[config.mk]
export PLATFORM = sky130hd
export DESIGN_NAME = ascr_core
export DESIGN_NICKNAME = d
export VERILOG_FILES = /design/src/ascr_pkg.sv /design/src/ascr_sync.sv /design/src/ascr_core.sv
export SDC_FILE = /design/constraint.sdc
export NUM_CORES = 1
export LEC_CHECK = 0
export ABC_AREA = 1
export BUFFER_PORTS_ARGS = -buffer_cell sky130_fd_sc_hd__buf_2
export CAP_MARGIN = 20
export CORE_ASPECT_RATIO = 1.75
export CORE_MARGIN = 2
export CORE_UTILIZATION = 50
export CTS_BUF_LIST = sky130_fd_sc_hd__clkbuf_8
export DETAILED_ROUTE_END_ITERATION = 16
export GPL_TIMING_DRIVEN = 0
export PLACE_DENSITY = 0.7
export SLEW_MARGIN = 20
export SYNTH_ARGS = -nofsm -noshare
export SYNTH_HDL_FRONTEND = slang
export SYNTH_HIERARCHICAL = 1
export SYNTH_SLANG_ARGS = --single-unit
[constraint.sdc]
create_clock -name clk -period 2.1 [get_ports clk]
set_input_delay 0.105 -clock clk [delete_from_list [all_inputs] [get_ports clk]]
set_output_delay 0.105 -clock clk [all_outputs]
set_load 0.01 [all_outputs]
[src/ascr_pkg.sv]
`default_nettype none
package ascr_pkg;
  // Frame geometry
  localparam int FRAME_BITS = 16;
  localparam int CFG_BITS = 12;
  localparam int DATA_BITS = 12;
  // Configuration field positions
  localparam int POS_WRITE = 11;
  localparam int POS_SEQ_HI = 10;
  localparam int POS_ADDR_HI = 7;
  localparam int POS_ADDR_LO = 6;
  localparam int POS_PM_HI = 5;
  localparam int POS_PM_LO = 4;
  localparam int POS_SEQ_LO = 3;
  localparam int POS_RANGE = 1;
  localparam int POS_CODING = 0;
  // Value after reset: normal power, straight binary, channel 0
  localparam logic [11:0] CFG_RESET = 12'h031;
  // Decoded configuration
  typedef struct packed {
    logic sequence_select_high;
    logic sequence_select_low;
    logic [1:0] channel;
    logic [1:0] power_mode;
    logic range;
    logic coding;
  } ascr_cfg_t;
endpackage : ascr_pkg
`default_nettype wire

[src/ascr_sync.sv]
`default_nettype none
// Two-flop synchroniser for pin inputs
module ascr_sync #(
  parameter int WIDTH = 1,
  parameter logic [WIDTH-1:0] INIT = '0
) (
  input wire logic clk,
  input wire logic rst_n,
  input wire logic [WIDTH-1:0] d,
  output logic [WIDTH-1:0] q
);
  // First stage, read only by the second
  logic [WIDTH-1:0] meta;
  always_ff @(posedge clk or negedge rst_n) begin
    if (!rst_n) begin
      meta <= INIT;
      q <= INIT;
    end else begin
      meta <= d;
      q <= meta;
    end
  end
endmodule : ascr_sync
`default_nettype wire

[src/ascr_core.sv]
`default_nettype none
// Operation
// - Twelve-bit configuration, write only, never read
// - Sample input on falling serial clock edge
// - Shift config in while result shifts out
// - New configuration applies to following conversion
// - Capture only first twelve falling edges
// - Most significant bit first into bit eleven
// - Field order fixed from write flag down
// - Write flag zero keeps register unchanged
// - Channel address selects input zero to three
// - Coding zero twos complement, one binary
// - Output two zeros, address, data, padding
module ascr_core #(
  parameter int RES_BITS = 12
) (
  input wire logic clk,
  input wire logic rst_n,
  input wire logic sclk,
  input wire logic cs_n,
  input wire logic din,
  input wire logic [RES_BITS-1:0] sample,
  output logic dout,
  output logic conv_start,
  output ascr_pkg::ascr_cfg_t cfg,
  output logic [1:0] mux_channel
);
  import ascr_pkg::*;

  // Elaboration guard: the coding flip needs at least two result bits
  if (RES_BITS < 2 || RES_BITS > DATA_BITS) begin : g_res_check
    $error("RES_BITS out of range");
  end

  // Synchronised pins
  // One shared synchroniser keeps clock and data aligned to each other
  logic sclk_s, cs_n_s, din_s;
  ascr_sync #(.WIDTH(3), .INIT(3'h6)) u_sync (
    .clk(clk),
    .rst_n(rst_n),
    .d({sclk, cs_n, din}),
    .q({sclk_s, cs_n_s, din_s})
  );

  // Previous levels for edge detection
  logic sclk_d, cs_n_d;
  logic fall_sclk, cs_fall, cs_rise;
  // Falling serial clock only counts while selected
  assign fall_sclk = sclk_d & ~sclk_s & ~cs_n_s;
  assign cs_fall = cs_n_d & ~cs_n_s;
  assign cs_rise = ~cs_n_d & cs_n_s;

  // Frame state
  logic [4:0] edge_cnt, next_edge_cnt;
  logic [11:0] shift_in, next_shift_in;
  logic [15:0] shift_out, next_shift_out;
  logic [11:0] creg, next_creg;
  logic next_dout, next_conv_start;
  // Setup frozen for the running conversion
  logic [1:0] conv_ch, next_conv_ch;
  logic conv_coding, next_conv_coding;

  // Converted word for the frame being opened, coding applied
  function automatic logic [15:0] build_frame(input logic [1:0] ch,
                                              input logic code_bin,
                                              input logic [RES_BITS-1:0] s);
    logic [DATA_BITS-1:0] d;
    // Narrower results leave trailing zeros as padding
    d = '0;
    // Twos complement flips the MSB of offset binary
    d[DATA_BITS-1 -: RES_BITS] = code_bin ? s : {~s[RES_BITS-1], s[RES_BITS-2:0]};
    build_frame = {2'b00, ch, d};
  endfunction

  // Next-state logic
  always_comb begin
    next_edge_cnt = edge_cnt;
    next_shift_in = shift_in;
    next_shift_out = shift_out;
    next_creg = creg;
    next_dout = dout;
    next_conv_start = 1'b0;
    next_conv_ch = conv_ch;
    next_conv_coding = conv_coding;
    if (cs_fall) begin
      // Sample at chip select fall uses the configuration already held
      next_edge_cnt = '0;
      next_conv_start = 1'b1;
      next_conv_ch = creg[POS_ADDR_HI:POS_ADDR_LO];
      next_conv_coding = creg[POS_CODING];
      next_shift_out = build_frame(creg[POS_ADDR_HI:POS_ADDR_LO], creg[POS_CODING],
                                   sample);
      next_dout = 1'b0;
    end else if (fall_sclk && edge_cnt < 5'(FRAME_BITS)) begin
      // Counter stops at sixteen; extra edges change nothing
      next_edge_cnt = edge_cnt + 5'd1;
      if (edge_cnt < 5'(CFG_BITS)) begin
        next_shift_in = {shift_in[10:0], din_s};
      end
      // Output advances on the same edge that input is sampled
      next_shift_out = {shift_out[14:0], 1'b0};
      next_dout = shift_out[14];
      if (edge_cnt == 5'(CFG_BITS - 1) && shift_in[10]) begin
        // Write flag is the first bit, now at bit 10 before the shift
        next_creg = {1'b1, shift_in[9:0], din_s};
      end
    end
    if (cs_rise) begin
      // Frame over; stop driving meaningful data
      next_dout = 1'b0;
    end
  end

  // State registers
  always_ff @(posedge clk or negedge rst_n) begin
    if (!rst_n) begin
      // Idle pin levels, so no false edge follows reset
      sclk_d <= 1'b1;
      cs_n_d <= 1'b1;
      edge_cnt <= '0;
      shift_in <= '0;
      shift_out <= '0;
      creg <= CFG_RESET;
      dout <= 1'b0;
      conv_start <= 1'b0;
      conv_ch <= CFG_RESET[POS_ADDR_HI:POS_ADDR_LO];
      conv_coding <= CFG_RESET[POS_CODING];
    end else begin
      sclk_d <= sclk_s;
      cs_n_d <= cs_n_s;
      edge_cnt <= next_edge_cnt;
      shift_in <= next_shift_in;
      shift_out <= next_shift_out;
      creg <= next_creg;
      dout <= next_dout;
      conv_start <= next_conv_start;
      conv_ch <= next_conv_ch;
      conv_coding <= next_conv_coding;
    end
  end

  // Decoded configuration outputs, registered
  ascr_cfg_t next_cfg;
  always_comb begin
    next_cfg.sequence_select_high = creg[POS_SEQ_HI];
    next_cfg.sequence_select_low = creg[POS_SEQ_LO];
    next_cfg.channel = creg[POS_ADDR_HI:POS_ADDR_LO];
    next_cfg.power_mode = creg[POS_PM_HI:POS_PM_LO];
    next_cfg.range = creg[POS_RANGE];
    next_cfg.coding = creg[POS_CODING];
  end
  always_ff @(posedge clk or negedge rst_n) begin
    if (!rst_n) begin
      cfg <= '0;
      mux_channel <= '0;
    end else begin
      cfg <= next_cfg;
      // Channel follows the conversion start by one cycle
      mux_channel <= conv_ch;
    end
  end

  // Frame length depends on the host; counter saturates at sixteen
  frame_cap_a: assert property (@(posedge clk) disable iff (!rst_n)
    edge_cnt <= 5'(FRAME_BITS)) else $error("edge count passed frame");

  write_gate_a: assert property (@(posedge clk) disable iff (!rst_n)
    (fall_sclk && !cs_fall && edge_cnt == 5'd11 && !shift_in[10])
    |=> $stable(creg)) else $error("register changed without write");

  write_load_a: assert property (@(posedge clk) disable iff (!rst_n)
    (fall_sclk && !cs_fall && edge_cnt == 5'd11 && shift_in[10])
    |=> creg == {1'b1, $past(shift_in[9:0]), $past(din_s)})
    else $error("register not loaded");

  late_ignore_a: assert property (@(posedge clk) disable iff (!rst_n)
    (edge_cnt > 5'd11 && !cs_fall) |=> $stable(shift_in))
    else $error("late bit captured");

  creg_only_a: assert property (@(posedge clk) disable iff (!rst_n)
    !(fall_sclk && edge_cnt == 5'd11) && !cs_fall |=> $stable(creg))
    else $error("register changed off the twelfth edge");

  lead_zero_a: assert property (@(posedge clk) disable iff (!rst_n)
    cs_fall |=> !dout && shift_out[15:14] == 2'b00)
    else $error("frame lacks leading zeros");

  next_conv_a: assert property (@(posedge clk) disable iff (!rst_n)
    cs_fall |=> conv_ch == $past(creg[POS_ADDR_HI:POS_ADDR_LO])
    ##1 mux_channel == $past(conv_ch))
    else $error("wrong channel taken");

  shift_sync_a: assert property (@(posedge clk) disable iff (!rst_n)
    (fall_sclk && !cs_fall && edge_cnt < 5'd12) |=> edge_cnt == $past(edge_cnt) + 5'd1)
    else $error("shift count stalled");

  sample_edge_a: assert property (@(posedge clk) disable iff (!rst_n)
    (!fall_sclk && !cs_fall) |=> $stable(shift_in))
    else $error("bit sampled off falling edge");

  // Result bits move only on a falling edge or at frame bounds
  dout_hold_a: assert property (@(posedge clk) disable iff (!rst_n)
    (!fall_sclk && !cs_fall && !cs_rise) |=> $stable(dout))
    else $error("result bit moved off an edge");

  // After sixteen edges only padding zeros remain to shift
  pad_zero_a: assert property (@(posedge clk) disable iff (!rst_n)
    edge_cnt == 5'(FRAME_BITS) |-> shift_out == 16'h0000)
    else $error("frame not padded with zeros");

  // One conversion start per detected chip select fall
  start_pulse_a: assert property (@(posedge clk) disable iff (!rst_n)
    cs_fall |=> conv_start ##1 !conv_start)
    else $error("conversion start not a single pulse");

  // Decoded fields follow the stored word one cycle later
  cfg_track_a: assert property (@(posedge clk) disable iff (!rst_n)
    1'b1 |=> cfg.channel == $past(creg[POS_ADDR_HI:POS_ADDR_LO])
    && cfg.coding == $past(creg[POS_CODING]))
    else $error("decoded fields lag the register");

endmodule : ascr_core
`default_nettype wire

==> run_results.csv <==
group,metric,value,unit
worst_hold_path,hp-class,"in -> reg",
clocking,clk_path_buf_depth,2,
placed_design,place.gp.congestion,0.780,
routing,ant_nets,0,
die,ios,29,
routing,drc,0,
routing,vias,1691,
pwr,p_total,0.00266,W
routing,drt_first_pass_iters,4,
grt,grt_max_degree,62,
clocking,root_buffer,"clkbuf_8",
logic_synthesis,ys.warnings.count,6,
logic_synthesis,syn-num-nets,261,
routing,wl,4230,um
sta,fin_tns_setup,0,ns
sta,clock.fmax,553,MHz
setup_path,cp_cell_sequence,"inv_1 -> ha_1 -> buf_6 -> inv_4 -> nand3_4 -> nor2_2 -> buf_4 -> nand2_1 -> nand2_1",
die,dieArea,5400,um^2
sta,whs,0.0763,ns
sta,max_slew_margin,0.524,
die,die_h,95.7,um
logic_synthesis,synth_seq_area_share,0.640,
pwr,power_leakage,1.59,nW
logic_synthesis,ys_ff_latch,61,
clocking,htree_levels,3,
pwr,powerDensity,891,nW/um^2
flow_run,maxCapViolCount,0,
die,num_rows,33,
clocking,numCtsBuffers,9,
grt,grt_pass1_vias,1777,
layout,syn2layout_area_growth,24.1,%
sta,finClkSkew,0.00809,ns
setup_path,crit_path_max_fanout,10,
routing,first_iter_violations,29,
clocking,clock_latency,0.34,ns
grt,grt.overflow.total,0,
run_status,status,"complete, no violations",
grt,antenna_found_initial,0,
setup_path,worst_setup_path_end_kind,"flop",
setup_path,start_kind,"flop",
sta,hold_viol,0,
clocking,clkSlewWorstSetupHoldPaths,0.07,ns
sta,rsz0062_at_grt,"false",
grt,grt_usage,0.190,
setup_path,cpPeakStageDelay,0.59,ns
sta,fin_crit,1.81,ns
grt,grt_pass1_wl,7550,um
sta,setup_viol_count_final,0,
routing,wire_per_inst,12.0,um
pwr,vdd_drop_max,0.000872,V
setup_path,crit_slowest_cell,"dfstp_2",
die,die_x,56.4,um
sta,fin_crit_sh,0.860,
logic_synthesis,synthCells,241,
die,core,4670,um^2
die,initial_core_util,0.515,
routing,vias_per_cell,4.80,
placed_design,hpwl,2790,um
setup_path,critPathMostFrequentCell,"nand2_1",
clocking,cts.sinks,61,
sta,tightest_slew,0.714,ns
clocking,tritoncts,"built",
layout,postLayoutCoreUtil,0.639,
placed_design,portBuffers,28,
logic_synthesis,synth.avg_cell_area,9.97,um^2
logic_synthesis,syn_area,2400,um^2
layout,drive_gt1_frac,0.237,
setup_path,required,2.38,ns
layout,nets,315,
setup_path,worst-path-buf-inv,4,
setup_path,worstPathArrival,2.09,ns
logic_synthesis,synth_cell_types,22,
setup_path,critPathKind,"reg -> reg",
sta,finalMaxSlewViolations,0,
setup_path,crit_family,"flip-flops",
layout,antennaDiodeCount,0,
per-stage QoR:
| step | worst slack (ns) | cells | instance area [um^2] |
|---|---|---|---|
| global placement | 0.314 | 321 | 2610 |
| CTS | 0.258 | 352 | 2980 |
| detailed placement | 0.277 | 321 | 2610 |
| floorplan | 0.501 | 241 | 2400 |
| global route | 0.149 | 352 | 2980 |
| finish | 0.293 | 352 | 2980 |
area by class of cell:
class | instances | area, um^2
Timing Repair Buffer | 43 | 293
Tap cell | 52 | 65.1
Clock buffer | 9 | 124
Sequential cell | 61 | 1540
Inverter | 10 | 40.0
Fill cell | 391 | 1680
Clock inverter | 7 | 97.6
Buffer | 6 | 56.3
Multi-Input combinational cell | 164 | 768
power breakdown:
part	switching, W	internal, W	leakage (nW)	total [W]
clock	0.000472	0.000673	0.106	0.00114
sequential	0.0000516	0.00126	0.790	0.00131
combinational	0.000111	0.0000862	0.693	0.000197
synthesized netlist by cell type:
master / number / share of area
nand3_1: 15 / 0.031
o21ai_0: 11 / 0.023
nand4_1: 1 / 0.0026
nand2_2: 2 / 0.0052
nand3_4: 1 / 0.0073
nor2_1: 6 / 0.0094
buf_6: 4 / 0.019
nor2_2: 1 / 0.0026
nand3_2: 2 / 0.0083
dfstp_2: 9 / 0.098
dfrtp_1: 52 / 0.54
a21oi_1: 1 / 0.0021
nor2_4: 6 / 0.028
clkbuf_1: 1 / 0.0016
ha_1: 3 / 0.016
nor3_1: 1 / 0.0021
nand2_1: 112 / 0.17
buf_4: 1 / 0.0031
inv_1: 9 / 0.014
inv_4: 1 / 0.0026
xnor2_1: 1 / 0.0036
xor2_1: 1 / 0.0036
logic make-up after synthesis:
group | after synthesis | share of synthesized area
flip-flops | 61 | 0.640
XOR/XNOR | 2 | 0.00729
buffers and inverters | 16 | 0.0401
AO/OA/AOI/OAI | 12 | 0.0250
adder cells (fa/ha/maj) | 3 | 0.0156
AND/OR/NAND/NOR | 147 | 0.272
layout by cell type, fill, tap and decap left out:
master	n
clkbuf_1	1
nor3_1	1
inv_1	9
buf_6	4
nor2_1	6
xor2_1	1
clkbuf_8	9
nand3_1	15
inv_4	1
ha_1	3
nand2_2	2
nand2_1	112
nor2_4	6
nand3_4	1
nand3_2	2
xnor2_1	1
dfstp_2	9
o21ai_0	11
inv_6	2
nor2_2	1
bufinv_16	2
clkinvlp_4	2
dlygate4sd3_1	15
clkinv_2	1
a21oi_1	1
buf_4	2
dfrtp_1	52
buf_2	27
nand4_1	1
repair_timing:
action                                 in CTS  in global routing
hold buffers                               15                  0
endpoints found under the hold margin      66                  0
setup buffers                               0                  0
resized for setup                           0                  0
routing by layer:
metal  routed length [um]  up-vias  GRT usage
li1                     -      861          -
met1                 1690      797      0.185
met2                 2310       25      0.343
met3                  132        8     0.0618
met4                  105        0      0.119
met5                    0        -          0
worst reg2reg max path, cell delays in order (launching register included):
cell	delay, ns
dfstp_2	0.59
inv_1	0.09
ha_1	0.22
buf_6	0.16
inv_4	0.11
nand3_4	0.15
nor2_2	0.13
buf_4	0.18
nand2_1	0.07
nand2_1	0.06
sequential cells by signal, indices dropped and copies added (netlist names):
register     flops
shift_out       15
shift_in        11
cfg              8
creg             8
edge_cnt         5
u_sync/meta      3
u_sync/q         3
conv_ch          2
mux_channel      2
conv_start       1
cs_n_d           1
dout             1
sclk_d           1
final timing paths:
| kind | start | to | slack [ns] | depth (start not counted) |
|---|---|---|---|---|
| min in group asynchronous | rst_n | dout | 0.36 | 2 |
| max in group asynchronous | rst_n | cfg[3] | 1.27 | 2 |
| hold / removal | sample[11] | shift_out[11] | 0.08 | 4 |
| setup / recovery | u_sync/q[1] | shift_in[6] | 0.29 | 9 |
| hold reg to reg | u_sync/meta[0] | u_sync/q[0] | 0.35 | 0 |
| setup reg to reg | u_sync/q[1] | shift_in[6] | 0.29 | 9 |
No activity file was read; power rests on OpenSTA's default activity.
